`src/hw/uart_rx_pkg.sv`:
```
// How it works
// address-detect enable at bit 5 only acts in 9-bit character mode
// receiver idle flag at bit 4 is one when idle, zero while receiving
// parity error flag at bit 3 describes the character at FIFO head
// framing error flag at bit 2 describes the character at FIFO head
// overrun flag at bit 1 set on overflow; software may only clear it
// clearing overrun one to zero empties buffer and resets shift register
// data available flag at bit 0 is one while any character remains
// error flags follow the FIFO head each time it advances
package uart_rx_pkg;
  localparam int DATA_W = 9;
  localparam int ENTRY_W = DATA_W + 2;
  localparam int FIFO_DEPTH = 4;
  localparam int PTR_W = 2;
  localparam int CNT_W = 3;
  localparam int REG_W = 16;
  localparam int ADDR_W = 4;
  localparam logic [ADDR_W-1:0] ADDR_STATUS = 4'h0;
  localparam logic [ADDR_W-1:0] ADDR_RXDATA = 4'h1;
  localparam logic [ADDR_W-1:0] ADDR_CONFIG = 4'h2;
  localparam logic [ADDR_W-1:0] ADDR_BAUD = 4'h3;
  localparam int BIT_ADDR_DET = 5;
  localparam int BIT_IDLE = 4;
  localparam int BIT_PAR_ERR = 3;
  localparam int BIT_FRM_ERR = 2;
  localparam int BIT_OVR_ERR = 1;
  localparam int BIT_AVAIL = 0;
  localparam int BIT_NINE = 0;
  localparam int BIT_PAR_EN = 1;
  localparam int BIT_PAR_ODD = 2;
  localparam int ENTRY_PAR_ERR = DATA_W + 1;
  localparam int ENTRY_FRM_ERR = DATA_W;
  localparam logic [15:0] BAUD_RESET = 16'h0043;
  localparam logic [3:0] BIT_LAST8 = 4'h8;
  localparam logic [3:0] BIT_LAST9 = 4'h9;
  localparam logic [3:0] BIT_PARITY = 4'hA;
  localparam logic [15:0] ONE16 = 16'h0001;
endpackage

```
`src/hw/uart_rx_stream_if.sv`:
```
`timescale 1ns/100ps
interface uart_rx_stream_if;
  import uart_rx_pkg::*;
  logic               valid;
  logic               ready;
  logic [ENTRY_W-1:0] data;
  modport source (output valid, output data, input ready);
  modport sink   (input valid, input data, output ready);
endinterface

```
`src/hw/uart_receive_status.sv`:
```
`timescale 1ns/100ps
module uart_receive_status
  import uart_rx_pkg::*;
(
  input  wire logic                    clock_in,
  input  wire logic                    rst_n_in,
  input  wire logic                    rx_line_in,
  input  wire logic [uart_rx_pkg::ADDR_W-1:0] reg_addr_in,
  input  wire logic [uart_rx_pkg::REG_W-1:0]  reg_wdata_in,
  input  wire logic                    reg_write_in,
  input  wire logic                    reg_read_in,
  output logic [uart_rx_pkg::REG_W-1:0]       reg_rdata_out,
  output logic                         receiver_idle_out
);
  import uart_rx_pkg::*;

  typedef enum logic [3:0] {
    ST_IDLE  = 4'b0001,
    ST_START = 4'b0010,
    ST_DATA  = 4'b0100,
    ST_STOP  = 4'b1000
  } rx_state_e;

  typedef struct packed {
    rx_state_e          phase;
    logic [15:0]        tick;
    logic [3:0]         bit_index;
    logic [DATA_W-1:0]  rx_shift_register;
    logic               parity_bad;
    logic               address_detect_enable;
    logic               overrun_error_flag;
    logic               nine_bit;
    logic               parity_en;
    logic               parity_odd;
    logic [15:0]        baud;
    logic [PTR_W-1:0]   wr_ptr;
    logic [PTR_W-1:0]   rd_ptr;
    logic [CNT_W-1:0]   count;
    logic [REG_W-1:0]   rdata;
    logic               idle;
  } top_s;

  top_s state;
  top_s next_state;
  logic [ENTRY_W-1:0] fifo_mem [FIFO_DEPTH];
  logic [ENTRY_W-1:0] head;
  logic               push;
  logic               flush;
  logic               drain_ready;
  logic [ENTRY_W-1:0] push_entry;
  logic               wr_fifo;
  logic               pop;

  uart_rx_stream_if skid_in ();
  uart_rx_stream_if skid_out ();

  function automatic logic [3:0] last_bit(input logic nine, input logic par);
    // the parity cell follows the data cells, so it adds exactly one cell
    if (par && nine) begin
      last_bit = BIT_PARITY;
    end else if (par || nine) begin
      last_bit = BIT_LAST9;
    end else begin
      last_bit = BIT_LAST8;
    end
  endfunction

  uart_rx_skid u_skid (
    .clock_in (clock_in),
    .rst_n_in (rst_n_in),
    .flush_in (flush),
    .up       (skid_in.sink),
    .down     (skid_out.source)
  );

  assign head = fifo_mem[state.rd_ptr];
  assign skid_in.valid = push;
  assign skid_in.data = push_entry;
  assign drain_ready = (state.count != CNT_W'(FIFO_DEPTH));
  assign skid_out.ready = drain_ready;
  assign wr_fifo = skid_out.valid && drain_ready && !flush;
  assign pop = reg_read_in && (reg_addr_in == ADDR_RXDATA) && (state.count != '0);
  assign flush = reg_write_in && (reg_addr_in == ADDR_STATUS) && state.overrun_error_flag
                 && !reg_wdata_in[BIT_OVR_ERR];
  assign reg_rdata_out = state.rdata;
  assign receiver_idle_out = state.idle;

  always_comb begin
    logic sample;
    logic stop_ok;
    logic keep;
    sample = 1'b0;
    stop_ok = 1'b0;
    keep = 1'b0;
    next_state = state;
    push = 1'b0;
    push_entry = '0;
    sample = (state.tick == '0);
    if (!sample) begin
      next_state.tick = 16'(state.tick - ONE16);
    end
    case (state.phase)
      ST_IDLE: begin
        if (!rx_line_in) begin
          next_state.phase = ST_START;
          next_state.tick = {1'b0, state.baud[15:1]};
        end
      end
      ST_START: begin
        if (sample) begin
          next_state.tick = state.baud;
          next_state.bit_index = '0;
          next_state.parity_bad = state.parity_odd;
          next_state.rx_shift_register = '0;
          next_state.phase = rx_line_in ? ST_IDLE : ST_DATA;
        end
      end
      ST_DATA: begin
        if (sample) begin
          next_state.tick = state.baud;
          next_state.parity_bad = state.parity_bad ^ rx_line_in;
          if (state.bit_index < (state.nine_bit ? BIT_LAST9 : BIT_LAST8)) begin
            next_state.rx_shift_register[state.bit_index] = rx_line_in;
          end
          next_state.bit_index = 4'(state.bit_index + 4'h1);
          if (state.bit_index == 4'(last_bit(state.nine_bit, state.parity_en) - 4'h1)) begin
            next_state.phase = ST_STOP;
          end
        end
      end
      ST_STOP: begin
        if (sample) begin
          stop_ok = rx_line_in;
          next_state.phase = ST_IDLE;
          // address mode drops data characters whose ninth bit is clear
          keep = !(state.address_detect_enable && state.nine_bit)
                 || state.rx_shift_register[DATA_W-1];
          push = keep;
          push_entry[ENTRY_PAR_ERR] = state.parity_en && state.parity_bad;
          push_entry[ENTRY_FRM_ERR] = !stop_ok;
          push_entry[DATA_W-1:0] = state.rx_shift_register;
          if (keep && !skid_in.ready) begin
            next_state.overrun_error_flag = 1'b1;
          end
        end
      end
      default: next_state.phase = ST_IDLE;
    endcase
    next_state.idle = (next_state.phase == ST_IDLE);
    if (wr_fifo) begin
      next_state.wr_ptr = PTR_W'(state.wr_ptr + 1'b1);
    end
    if (pop) begin
      next_state.rd_ptr = PTR_W'(state.rd_ptr + 1'b1);
    end
    next_state.count = CNT_W'(state.count + {2'b00, wr_fifo} - {2'b00, pop});
    if (reg_write_in) begin
      case (reg_addr_in)
        ADDR_STATUS: begin
          next_state.address_detect_enable = reg_wdata_in[BIT_ADDR_DET];
          if (!reg_wdata_in[BIT_OVR_ERR] && !next_state.overrun_error_flag) begin
            next_state.overrun_error_flag = 1'b0;
          end else if (!reg_wdata_in[BIT_OVR_ERR] && !(push && !skid_in.ready)) begin
            next_state.overrun_error_flag = 1'b0;
          end
        end
        ADDR_CONFIG: begin
          next_state.nine_bit = reg_wdata_in[BIT_NINE];
          next_state.parity_en = reg_wdata_in[BIT_PAR_EN];
          next_state.parity_odd = reg_wdata_in[BIT_PAR_ODD];
        end
        ADDR_BAUD: next_state.baud = reg_wdata_in;
        default: ;
      endcase
    end
    if (flush) begin
      next_state.rd_ptr = '0;
      next_state.wr_ptr = '0;
      next_state.count = '0;
      next_state.phase = ST_IDLE;
      next_state.rx_shift_register = '0;
      next_state.bit_index = '0;
      next_state.idle = 1'b1;
    end
    next_state.rdata = '0;
    if (reg_read_in) begin
      case (reg_addr_in)
        ADDR_STATUS: begin
          next_state.rdata[BIT_ADDR_DET] = state.address_detect_enable;
          next_state.rdata[BIT_IDLE] = state.idle;
          next_state.rdata[BIT_PAR_ERR] = (state.count != '0) && head[ENTRY_PAR_ERR];
          next_state.rdata[BIT_FRM_ERR] = (state.count != '0) && head[ENTRY_FRM_ERR];
          next_state.rdata[BIT_OVR_ERR] = state.overrun_error_flag;
          next_state.rdata[BIT_AVAIL] = (state.count != '0);
        end
        ADDR_RXDATA: next_state.rdata = REG_W'(head[DATA_W-1:0]);
        ADDR_CONFIG: begin
          next_state.rdata[BIT_NINE] = state.nine_bit;
          next_state.rdata[BIT_PAR_EN] = state.parity_en;
          next_state.rdata[BIT_PAR_ODD] = state.parity_odd;
        end
        ADDR_BAUD: next_state.rdata = state.baud;
        default: ;
      endcase
    end
  end

  always_ff @(posedge clock_in) begin
    if (!rst_n_in) begin
      state <= '{phase: ST_IDLE, baud: BAUD_RESET, idle: 1'b1, default: '0};
    end else begin
      state <= next_state;
    end
    if (wr_fifo) begin
      fifo_mem[state.wr_ptr] <= skid_out.data;
    end
  end
endmodule

```
`src/hw/uart_rx_skid.sv`:
```
`timescale 1ns/100ps
module uart_rx_skid
  import uart_rx_pkg::*;
(
  input  wire logic       clock_in,
  input  wire logic       rst_n_in,
  input  wire logic       flush_in,
  uart_rx_stream_if.sink  up,
  uart_rx_stream_if.source down
);
  typedef struct packed {
    logic [1:0]         count;
    logic [ENTRY_W-1:0] slot0;
    logic [ENTRY_W-1:0] slot1;
  } skid_s;
  skid_s state;
  skid_s next_state;
  logic  take;
  logic  give;

  assign up.ready = (state.count != 2'h2);
  assign down.valid = (state.count != 2'h0);
  assign down.data = state.slot0;
  assign take = up.valid && up.ready;
  assign give = down.valid && down.ready;

  always_comb begin
    next_state = state;
    if (give) begin
      next_state.slot0 = state.slot1;
    end
    if (take) begin
      if (state.count == 2'h0 || (state.count == 2'h1 && give)) begin
        next_state.slot0 = up.data;
      end else begin
        next_state.slot1 = up.data;
      end
    end
    next_state.count = 2'(state.count + {1'b0, take} - {1'b0, give});
    if (flush_in) begin
      next_state.count = 2'h0;
    end
  end

  always_ff @(posedge clock_in) begin
    if (!rst_n_in) begin
      state <= '0;
    end else begin
      state <= next_state;
    end
  end
endmodule

```
`config.mk`:
```
export PLATFORM = sky130hd
export DESIGN_NAME = uart_receive_status
export DESIGN_NICKNAME = d
export VERILOG_FILES = /design/src/hw/uart_rx_pkg.sv /design/src/hw/uart_rx_stream_if.sv /design/src/hw/uart_receive_status.sv /design/src/hw/uart_rx_skid.sv
export SDC_FILE = /design/constraint.sdc
export NUM_CORES = 1
export LEC_CHECK = 0
export ABC_AREA = 0
export BUFFER_PORTS_ARGS = -buffer_cell sky130_fd_sc_hd__buf_2
export CORE_ASPECT_RATIO = 0.6
export CORE_UTILIZATION = 50
export CTS_CLUSTER_DIAMETER = 150
export DETAILED_ROUTE_END_ITERATION = 10
export HOLD_SLACK_MARGIN = 0.08
export PLACE_DENSITY = 0.71
export SETUP_SLACK_MARGIN = 0.3
export SLEW_MARGIN = 20
export SYNTH_ARGS = -nofsm -noshare
export SYNTH_HDL_FRONTEND = slang
export SYNTH_HIERARCHICAL = 1
export SYNTH_SLANG_ARGS = --single-unit
```
`constraint.sdc`:
```
create_clock -name clock_in -period 2.27 [get_ports clock_in]
set_input_delay 0.3405 -clock clock_in [delete_from_list [all_inputs] [get_ports clock_in]]
set_output_delay 0.3405 -clock clock_in [all_outputs]
set_load 0.005 [all_outputs]
```
Yosys cells after proc, flatten, opt, wreduce, memory -nomap -nowiden
Memory sizes are Yosys's and may differ from the RTL's. A register that Yosys moved wholly into a read port is not among the register bits.
Cells that the tools add are included.
W data, S select, Z words.
- bitwise gates (word level): 3
- reductions and logical operators: 43
- eq/ne operators: 15
- mux-type cells: 43
- add/sub/neg operators: 9
- magnitude comparators: 3
- operator list (cell ; count):
    $mux W34 ; 2
    $mux W11 ; 5
    $pmux W16 S3 ; 1
    $mux W20 ; 2
    $mux W16 ; 2
    $pmux W14 S2 ; 1
    $mux W22 ; 1
    $pmux W10 S2 ; 1
    $logic_and A1 B1 Y1 ; 19
    $logic_not A16 Y1 ; 1
    $mux W4 ; 4
    $pmux W4 S4 ; 1
    $sub A16 B1 Y16 const B ; 1
    $mux W1 ; 13
    $eq A4 B1 Y1 const B ; 3
    $eq A4 B2 Y1 const B ; 3
    $pmux W3 S4 ; 1
    $reduce_and A2 Y1 ; 5
    $bwmux W9 ; 1
    $mux W9 ; 1
    $pmux W3 S3 ; 1
    $ne A2 B2 Y1 const B ; 4
    $logic_not A1 Y1 ; 7
    $mux W2 ; 3
    other kinds (27) ; 33
- logic and storage cells: 136
- RAM bits: 44
- memories kept: 1
- register bits: 103
- bits of input ports: 25
- memories (memory ; words ; width ; rd ports ; clocked after memory_dff ; write ports ; RTL line ; text):
    fifo_mem ; 4 ; 11 ; 1 ; 1 ; 1 ; uart_receive_status.sv:45 ; logic [ENTRY_W-1:0] fifo_mem [FIFO_DEPTH];

Depth between registers and ports, before layout
Gate-level depths: netlist of run 1.
- word-level depth: 12
- mapped depth: 11
- depth with buffers taken out: 10

Hierarchy
The synthesis of run 1 kept the hierarchy.
- modules (own cells, without submodules) (module ; times used ; area an instance (µm²) ; cells an instance):
    uart_receive_status ; 1 ; 5886.9 ; 583
    uart_rx_skid ; 1 ; 1194.9 ; 145

Worst setup path after synthesis of run 1
Ideal clock, no wire load.
- path type: register -> register
- start: register state[65] (netlist bit)
- end: register u_skid/state[22] (netlist bit)
- data required time: 2.155 ns
- period minus slack after synthesis: 2.440 ns
- arrival time: 2.325 ns
- setup slack: -0.170 ns
- setup time: 0.115 ns
- stages on the path, launching flop included: 8
- cell sequence: dfxtp_1 nor4_2 nand2_1 nor4_1 nand2_1 xnor2_1 ha_1 and2_1
- word-level cells in the longest chain between the ends: 6
- ends and longest elaborated chain (what ; RTL line ; text):
    start, declared ; uart_receive_status.sv:43 ; top_s state;
    start signal, assigned ; uart_receive_status.sv:212 ; state <= next_state;
    $logic_not A16 Y1 ; uart_receive_status.sv:98 ; sample = (state.tick == '0);
    $mux W1 ; uart_receive_status.sv:132 ; if (sample) begin
    $mux W1 ; uart_receive_status.sv:102 ; case (state.phase)
    named net push ; uart_receive_status.sv:47 ; logic push;
    $logic_and A1 B1 Y1 ; uart_rx_skid.sv:24 ; assign take = up.valid && up.ready;
    $add A2 B1 Y2 ; uart_rx_skid.sv:39 ; next_state.count = 2'(state.count + {1'b0, take} - {1'b0, give});
    $sub A2 B1 Y2 ; uart_rx_skid.sv:39 ;
    end signal, assigned ; uart_rx_skid.sv:49 ; state <= next_state;
    end, declared ; uart_rx_skid.sv:16 ; skid_s state;
The timed path passes the listed nets, and every way through them passes these cells.
A chain may end at the register's enable or synchronous reset.

Final worst setup path of run 1
- start: register state[60] (netlist bit)
- end: register u_skid.state (netlist bit u_skid/down.data[0])
- word-level cells in the longest chain between the ends: 5
- ends and longest elaborated chain (what ; RTL line ; text):
    $logic_not A16 Y1 ; uart_receive_status.sv:98 ;
    $mux W1 ; uart_receive_status.sv:132 ;
    $mux W1 ; uart_receive_status.sv:102 ;
    named net push ; uart_receive_status.sv:47 ;
    $logic_and A1 B1 Y1 ; uart_rx_skid.sv:24 ;
    $mux W22 ; uart_rx_skid.sv:32 ; if (take) begin
The timed path passes the listed nets, and every way through them passes these cells.

==> results.md, run 1 <==
* Via count at slightly below 6000
* Initial Util at ~50%
* Max-Slew Margin vs Limit at 47.9%
* CP max FO at 8
* H-tree level count at 4
* Setup TNS at 0 ps
* Die X at 156 um
* Top Ports at 42
* Area Growth Syn to Fin at 21.1%
* Netlist Area Pre-Place at slightly above 7000 um^2
* Root Buffer Master: clkbuf_16
* Routed wire per std cell at about 19 um
* LEAKAGE at between 3 and 4 nW
* Netlist cell types at a little under 70
* Vias per cell at between 5 and 6
* Die height at between 90 and 100 um
* Detailed Routing Iterations Pass 1 at 5
* Largest net degree at the start of global routing at 35
* I/O Buffers at ~40
* Synth top area share at between 20% and 30%
* Crit path buf inv count at 2
* CTS clk-pin slew, worst paths at 70 ps
* Final RePlAce weighted congestion at about 0.96
* CP max-delay cell: nor4_4
* Power per cell area at 1120 nW/um^2
* Fillers at approximately 1100
* Highest cell delay on the worst timing path at between 300 and 400 ps
* Min Tclk post-route at approximately 2000 ps
* DP Wirelength at approximately 13 mm
* DRT iter0 DRCs at 597
* Final #Nets at between 800 and 900
* CP Capture Type: flop
* CP Cell Sequence: inv_1 -> ha_4 -> nor2b_2 -> nand2_2 -> nor4_4 -> nand2b_1 -> buf_6 -> o31ai_1 -> a31oi_1
* Worst-Margin Slew at 776 ps
* Clock Tree Buf Depth at 2
* Syn nets at about 770
* Synthesized flop and latch total at 149
* Final hold viol count at 0
* Worst r2r src: state[60]
* # DRC at 0
* Syn. warnings at 6
* Routed Antenna Nets at 0
* Antenna violations before repair at 0
* Fmax at ~0.5 GHz
* Fin crit share at approximately 89%
* Startpoint Class: flop
* Clock Latency Late Sink at about 430 ps
* Crit path DAT at around 2300 ps
* Die area at about 15000 um^2
* Worst EP required at 2570 ps
* Sink Count at approximately 150
* Top FF cell, synth: dfxtp_1
* GRT Total Usage at 25.4%
* Hold Path Class: in2reg
* # rows at 33
* Leading area contributor after synthesis: dfxtp_1
* Vias in the first global route at ~5300
* Util after Layout at 62.4%
* RSZ-0062 raised after global routing: yes
* Post-Syn Instances at 728
* Count leader, synth: dfxtp_1
* Post-synthesis sequential area ratio at around half
* Share of layout cells above drive strength 1 at ~28%
* Synth cell count leaders: dfxtp_1, nand2_1, a21oi_1, nor2_1, edfxtp_1
* Synth top area cells: dfxtp_1, edfxtp_1, nand2_1
* Max cap viols at 0
* Post-synth EDFFs at between 40 and 50
* Area occupied by multi-input gates at between 3000 and 4000 um^2
* Final slew viol count at 0
* Flip-flop and latch area at roughly 3400 um^2
* Ys async rst share at 0%
* CTS tree: yes
* Worst VDD drop at just under 600 uV
* Ant diodes at 0
* Avg Cell Area, Syn at around 9.7 um^2
* Final setup viols at 0
* Grt ovf at 0
* Hold wc startpoint: reg_wdata_in[6]
* Clock skew at about 13 ps
* CTS Buf Count at 17
* Status: complete, no violations
* Drt total wl at 18.9 mm
* First-pass GRT wire length at ~28 mm
* Core area at between 10000 and 15000 um^2
* CP Launch Point: state[60]
* WS Path Type: reg2reg
* CP top delay family: simple AND/OR/NAND/NOR gates
==> state kept, by name, summed over array words and instances, names as in the netlist, named ones only <==
name / count
state: 62
u_skid/state: 13
reg_rdata_out: 16
u_skid/down.data: 11
fifo_mem: 44
receiver_idle_out: 1
==> area by class of cell <==
cell class	count	share of cell area [%]
multi-input cells	492	40.9
flip-flops and latches	149	40.1
repair buffers	105	8.73
clock buffers	17	4.96
well taps	192	2.80
clock inverters	15	1.63
inverters	19	0.832
==> power breakdown <==
part / total, mW / leakage, nW / internal (mW) / switching, mW
logic: 3.61 / 1.64 / 1.66 / 1.96
registers: 3.28 / 1.29 / 3.01 / 0.277
clock network: 2.69 / 0.275 / 1.45 / 1.24
==> kinds of logic (layout without fill, tap and decap cells) <==
logic type	count (synthesis)	after routing	synth area share, %
compound gates	161	161	14.3
xor+xnor	13	13	1.61
fa+ha+maj	15	15	2.76
buf+inv	88	156	6.84
flops	149	149	48.3
mux	35	35	6.96
simple gates	267	268	19.2
==> worst min-delay path: cells and delay by family <==
family / cells / cell delay [ps]
buffers and inverters: 1 / 80
and+or+nand+nor: 2 / 110
==> metal layers <==
layer | share of wire [%] | wire length, um | global-route usage (%) | up-vias
met4 | 0.95 | 180 | 6.29 | 0
met1 | 47 | 8830 | 38.2 | 2808
met2 | 42 | 7980 | 36.1 | 296
met3 | 9.9 | 1870 | 5.90 | 20
li1 | - | - | - | 2700
met5 | 0 | 0 | 0 | -
==> final timing paths <==
check,end,slack (ps),depth (start not counted)
max,u_skid/down.data[0],240,9
min,state[30],150,3
max reg2reg,u_skid/down.data[0],240,9
min reg2reg,u_skid/down.data[4],470,2
==> metrics by stage <==
step                cell area [um^2]  hold WS [ps]  worst slack, ps  std cells  power [mW]
floorplan                       7160           444              223        728        5.22
global placement                7540           453              145        936        6.00
detailed placement              7540           460             32.8        936        6.05
CTS                             8250           137              299        975        9.06
global route                    8570           150              125        989        10.0
finish                          8570           150              242        989        9.59
==> layout by cell type, fill, tap and decap left out, types with 17 or more instances in the layout <==
cell type	instances
clkbuf_16	19
nand2_1	93
nand3_1	17
mux2i_1	20
o21ai_0	20
buf_4	57
and2_1	25
buf_2	41
a21oi_1	44
nor2_1	44
dfxtp_1	96
edfxtp_1	44
==> timing repair <==
item                                    in CTS  in global routing
resized for setup                           30                 56
cloned                                       0                  4
endpoints found under the setup margin      56                 55
hold buffers                                 0                  0
setup buffers                                7                 10
pin swaps                                    6                 37
(Power assumes the default switching activity.)
==> inputs of run 2 (changes only) <==
--- a/config.mk
+++ b/config.mk
@@ -10,6 +10,7 @@
 export CORE_ASPECT_RATIO = 0.6
 export CORE_UTILIZATION = 50
 export CTS_CLUSTER_DIAMETER = 150
+export CTS_CLUSTER_SIZE = 30
 export DETAILED_ROUTE_END_ITERATION = 10
 export HOLD_SLACK_MARGIN = 0.08
 export PLACE_DENSITY = 0.71
==> constraint.sdc (replaced) <==
create_clock -name clock_in -period 2.27 [get_ports clock_in]
set_input_delay 0.227 -clock clock_in [delete_from_list [all_inputs] [get_ports clock_in]]
set_output_delay 0.227 -clock clock_in [all_outputs]
set_load 0.005 [all_outputs]
==> run 2 against run 1 <==
Final cell count up 1.1%. Combinational power up 4%. Largest power group unchanged. Clock skew about the same. Worst hold slack worse by 59 ps. Sequential share of layout area down 0.29 points. Sequential cell count unchanged. First-iteration DRC count down 3.9%. Critical endpoint is now u_skid/state[23]. Via count up 1.4%. Die area unchanged. Global-route usage up 1.2 points. Clock power up 3%. Final area up 1.4%.
==> results.md, run 2 (synthesis results as in run 1) <==
* DR WL met2 at 8.24 mm (+3.3%)
* Worst-Margin Slew at 851 ps (+74.3 ps)
* Most common cell after layout, fill and taps aside: nand2_1
* Flip-flop and latch area at 3460 um^2 (+0.62%)
* Initial Util at 51.5% (unchanged)
* Min Tclk post-route at 2000 ps (-24.0 ps)
* CTS tree: yes
* Clock Latency Late Sink at 440 ps (about the same)
* Share of total power in the clock network at 28.2% (+0.2 points)
* DP Cell Count at 932 (-0.43%)
* Int Pwr at 6.27 mW (+2.5%)
* Top reg by flops: state
* Startpoint Class: flop
* Clock Tree Buf Depth at 2 (unchanged)
* CTS Buf Count at 17 (unchanged)
* Routed wire per std cell at 19.3 um (+1.5%)
* Final hold viol count at 0 (unchanged)
* Util after Layout at 63.2% (+0.85 points)
* Final slew viol count at 0 (unchanged)
* Root Buffer Master: clkbuf_16
* NetSw at 3.61 mW (+3.8%)
* Setup TNS at 0 ps (unchanged)
* Core area at 13700 um^2 (unchanged)
* CTS clk-pin slew, worst paths at 70 ps (about the same)
* Max cap viols at 0 (unchanged)
* WS Path Type: reg2reg
* Area occupied by multi-input gates at 3520 um^2 (+0.29%)
* RSZ-0062 raised after global routing: yes
* Sequential Power Share at 33.7% (-0.6 points)
* # DRC at 0 (unchanged)
* CP max FO at 5 (-3)
* Final #Nets at 835 (+1.3%)
* Final RePlAce weighted congestion at 0.972 (+1.3%)
* Drt total wl at 19.3 mm (+2.6%)
* Switching Fraction at 36.5% (+0.29 points)
* Crit path DAT at 2360 ps (+30 ps)
* R2R setup slack at 270 ps (+20 ps)
* Most frequent cells in the layout: nand2_1, dfxtp_1, buf_4
* Vias in the first global route at 5510 (+4.1%)
* Fin crit share at 88.3% (-1.1 points)
* Clock skew at 12.8 ps (-0.436 ps)
* Grt ovf at 0 (unchanged)
* DRT met1 WL at 9.21 mm (+4.3%)
* I/O Buffers at 41 (unchanged)
* Detailed Routing Iterations Pass 1 at 5 (unchanged)
* Ant diodes at 0 (unchanged)
* Final setup viols at 0 (unchanged)
* Max Used Layer: met4
* Power per cell area at 1140 nW/um^2 (+1.6%)
* Top Ports at 42 (unchanged)
* Largest net degree at the start of global routing at 35 (unchanged)
* Die height at 94.2 um (unchanged)
* Via count at 5908 (+1.4%)
* Worst EP required at 2620 ps (+50 ps)
* Fmax at 0.499 GHz (+1.2%)
* Vias per cell at 5.91 (+0.33%)
* Sink Count at 149 (unchanged)
* Die area at 14700 um^2 (unchanged)
* First-pass GRT wire length at 29.2 mm (+3.8%)
* GRT Total Usage at 26.6% (+1.2 points)
* Max-Slew Margin vs Limit at 43.0% (-4.9 points)
* Antenna violations before repair at 0 (unchanged)
* LEAKAGE at 3.26 nW (+1.5%)
* Max reg flops at 62 (unchanged)
* Routed wl met3 at 1.56 mm (-16%)
* # rows at 33 (unchanged)
* Worst VDD drop at 655 uV (+12%)
* Fillers at 1056 (-3.5%)
* Hold Path Class: in2reg
* Area Growth Syn to Fin at 22.7%
* Share of layout cells above drive strength 1 at 29.1% (+0.73 points)
* Routed Antenna Nets at 0 (unchanged)
* Layout Cells excl Fill at 1000 (+1.1%)
* Die X at 156 um (unchanged)
* CP Capture Type: flop
* DRT iter0 DRCs at 574 (-3.9%)
* DP Wirelength at 12.9 mm (+3.2%)
* H-tree level count at 4 (unchanged)
* Comb pwr share at 38.1% (+0.4 points)
* Status: complete, no violations
[run 2: repair_timing]
action                     CTS  global route
pin swaps                   12            20
gates resized for setup     39            59
setup buffers                9            10
gates cloned                 0             2
hold endpoints to repair    17             0
hold buffers                15             0
setup endpoints to repair   46            53
[run 2: worst paths after layout]
path / from / endpoint / cells past startpoint
min: reg_wdata_in[1] / state[25] / 3
max reg2reg: state[59] / u_skid/state[23] / 10
max: state[59] / u_skid/state[23] / 10
min reg2reg: u_skid/state[5] / u_skid/down.data[5] / 2
[run 2: cell type report]
type	count	area share, %
Multi-Input combinational cell	491	40.5
Sequential cell	149	39.8
Timing Repair Buffer	117	9.55
Clock buffer	18	4.94
Tap cell	192	2.76
Clock inverter	14	1.61
Inverter	19	0.821
[run 2: critical path, cell delays in order, from the launching register on]
cell and delay, ps:
dfxtp_2 350, inv_2 70, ha_4 150, nor2b_4 160
nand2_2 90, nor4_4 310, nand2_1 170, xnor2_2 170
ha_2 210, nand2b_4 130, mux2i_1 120
[run 2: metrics by stage]
step	power [mW]	area [um^2]	setup WS (ps)	hold WS [ps]
floorplan	5.23	7170	304	351
global placement	6.05	7500	118	452
detailed placement	6.07	7500	93.4	456
CTS	9.23	8410	272	84.9
global route	10.2	8690	184	91.9
finish	9.87	8690	266	90.8
[run 2: power by group through the flow]
stage / Combinational [mW] / Sequential, mW / Clock, mW
floorplan: 2.00 / 3.23 / 0
global placement: 2.75 / 3.30 / 0
detailed placement: 2.76 / 3.31 / 0
CTS: 3.16 / 3.28 / 2.78
global route: 3.99 / 3.35 / 2.90
finish: 3.76 / 3.33 / 2.78
[run 2: routing by layer]
| metal | vias up | GRT usage (%) |
|---|---|---|
| met5 | - | 0 |
| met4 | 0 | 7.76 |
| met3 | 38 | 5.30 |
| met2 | 290 | 38.6 |
| met1 | 2864 | 39.6 |
| li1 | 2716 | - |
==> inputs of run 3 (changes only) <==
--- a/config.mk
+++ b/config.mk
@@ -6,7 +6,7 @@
 export NUM_CORES = 1
 export LEC_CHECK = 0
 export ABC_AREA = 0
-export BUFFER_PORTS_ARGS = -buffer_cell sky130_fd_sc_hd__buf_2
+export BUFFER_PORTS_ARGS = -buffer_cell sky130_fd_sc_hd__buf_4
 export CORE_ASPECT_RATIO = 0.6
 export CORE_UTILIZATION = 50
 export CTS_CLUSTER_DIAMETER = 150
==> run 3 against run 2 <==
Die area stayed put. Final area grew 6.2%. Sequential share of layout area down 2.4 points. Global-route usage down 0.71 points. Fmax down 1.9%. Sequential power down 1%. Worst setup slack got worse by 39 ps. Via count increased by 1.4%. Register-to-register slack got worse by 40 ps. First-iteration DRC count down 6.1%. Non-clock buffer count grew 17.
==> results.md, run 3 (synthesis results as in run 1) <==
* Status: complete, no violations
* Setup TNS at 0 ps (unchanged)
* # DRC at 0 (unchanged)
* Min Tclk post-route at 2040 ps (+38.5 ps)
* Top Ports at 42 (unchanged)
* Worst VDD drop at 680 uV (+3.9%)
* Busiest layer in global routing: met1
* Antenna violations before repair at 0 (unchanged)
* Worst EP required at 2600 ps (-20 ps)
* Max reg flops at 62 (unchanged)
* Sequential Power Share at 31.3% (-2.4 points)
* Drt total wl at 20.0 mm (+3.4%)
* Met1 usage at 38.3% (-1.3 points)
* WS Path Type: reg2reg
* Share of total power in the clock network at 25.8% (-2.4 points)
* Vias in the first global route at 5368 (-2.6%)
* # rows at 33 (unchanged)
* Area post-placement at 7600 um^2 (+1.4%)
* Root Buffer Master: clkbuf_16
* Die X at 156 um (unchanged)
* Routed wire per std cell at 19.6 um (+1.5%)
* Clock Latency Late Sink at 420 ps (-20 ps)
* Grt ovf at 0 (unchanged)
* Setup ws final at 227 ps (-38.5 ps)
* Int Pwr at 6.63 mW (+5.9%)
* CTS tree: yes
* Setup WS pre-CTS at 59.1 ps (-34.3 ps)
* Die area at 14700 um^2 (unchanged)
* Switching Fraction at 37.0% (+0.44 points)
* Hold Path Class: in2reg
* Fillers at 985 (-6.7%)
* Util after Layout at 67.1% (+3.9 points)
* CTS clk-pin slew, worst paths at 70 ps (about the same)
* Largest net degree at the start of global routing at 35 (unchanged)
* Routed Antenna Nets at 0 (unchanged)
* Met3 usage at 6.73% (+1.4 points)
* Startpoint Class: flop
* Final hold slack at 102 ps (+11.0 ps)
* Clock skew at 11.1 ps (-1.70 ps)
* Final hold viol count at 0 (unchanged)
* GRT Total Usage at 25.9% (-0.71 points)
* First-pass GRT wire length at 28.4 mm (-2.9%)
* LEAKAGE at 3.42 nW (+5.2%)
* Comb pwr share at 42.9% (+4.8 points)
* Total Power at 10.5 mW (+6.6%)
* Crit path DAT at 2370 ps (about the same)
* NetSw at 3.89 mW (+7.9%)
* Most frequent cells in the layout: buf_4, dfxtp_1, nand2_1
* Die height at 94.2 um (unchanged)
* Final RePlAce weighted congestion at 0.938 (-3.4%)
* RSZ-0062 raised after global routing: yes
* CP Capture Type: flop
* Clock Tree Buf Depth at 2 (unchanged)
* Initial Util at 51.5% (unchanged)
* Worst-Margin Slew at 891 ps (+40.0 ps)
* I/O Buffers at 41 (unchanged)
* DRT iter0 DRCs at 539 (-6.1%)
* Final setup viols at 0 (unchanged)
* Sink Count at 149 (unchanged)
* CTS Buf Count at 17 (unchanged)
* Top reg by flops: state
* Detailed Routing Iterations Pass 1 at 5 (unchanged)
* Max cap viols at 0 (unchanged)
* Vias per cell at 5.88 (-0.47%)
* DP Wirelength at 12.6 mm (-2.9%)
* Fmax at 0.490 GHz (-1.9%)
* Final slew viol count at 0 (unchanged)
* Grt met2 use at 37.0% (-1.6 points)
* Share of layout cells above drive strength 1 at 33.5% (+4.4 points)
* Area Growth Syn to Fin at 30.4%
* Max-Slew Margin vs Limit at 40.2% (-2.8 points)
* Power per cell area at 1140 nW/um^2 (+0.32%)
* Final #Nets at 854 (+2.3%)
* Most common cell after layout, fill and taps aside: buf_4
* Post-route cell area at 9230 um^2 (+6.2%)
* CP max FO at 6 (+1)
* Layout Cells excl Fill at 1019 (+1.9%)
* Ant diodes at 0 (unchanged)
* Fin crit share at 90.0% (+1.7 points)
* Via count at 5992 (+1.4%)
* H-tree level count at 4 (unchanged)
* Core area at 13700 um^2 (unchanged)
* DP Cell Count at 931 (-0.11%)
run 3: cell type report:
class | count | area [um^2] | area share (%)
Multi-Input combinational cell | 493 | 3750 | 40.6
Sequential cell | 149 | 3460 | 37.4
Timing Repair Buffer | 134 | 1150 | 12.5
Clock buffer | 18 | 429 | 4.65
Tap cell | 192 | 240 | 2.60
Clock inverter | 14 | 138 | 1.49
Inverter | 19 | 71.3 | 0.772
run 3: power by group through the flow:
stage | registers [mW] | clock network (mW) | logic, mW
final | 3.29 | 2.71 | 4.52
after global routing | 3.32 | 2.86 | 4.78
after CTS | 3.26 | 2.73 | 3.22
after detailed placement | 3.30 | 0 | 2.78
after global placement | 3.29 | 0 | 2.75
after floorplan | 3.23 | 0 | 2.00
run 3: worst paths after layout:
| kind | from | to | slack, ps | depth (start not counted) |
|---|---|---|---|---|
| hold / removal | rst_n_in | state[30] | 100 | 2 |
| setup reg to reg | state[66] | state[62] | 230 | 7 |
| setup / recovery | state[66] | state[62] | 230 | 7 |
| hold reg to reg | u_skid/state[9] | u_skid/down.data[9] | 470 | 2 |
run 3: timing repair:
item	4_1_cts	5_1_grt
hold buffers	16	1
pin swaps	9	52
gates resized for setup	37	125
cloned	0	7
hold endpoints to repair	16	1
buffers inserted	10	22
endpoints found under the setup margin	51	58
run 3: worst max-delay path, cell delays in order, from the launching register on:
cell and delay (ps):
dfxtp_4 370, buf_6 120, or4_4 550, nor2_4 160, and4_4 320, clkbuf_16 180, a22oi_2 50, o22ai_1 200
run 3: routing by layer:
layer | part of all wire [%] | vias up
met5 | 0 | -
met4 | 1.9 | 0
li1 | - | 2770
met1 | 46 | 2876
met2 | 43 | 303
met3 | 9.0 | 43
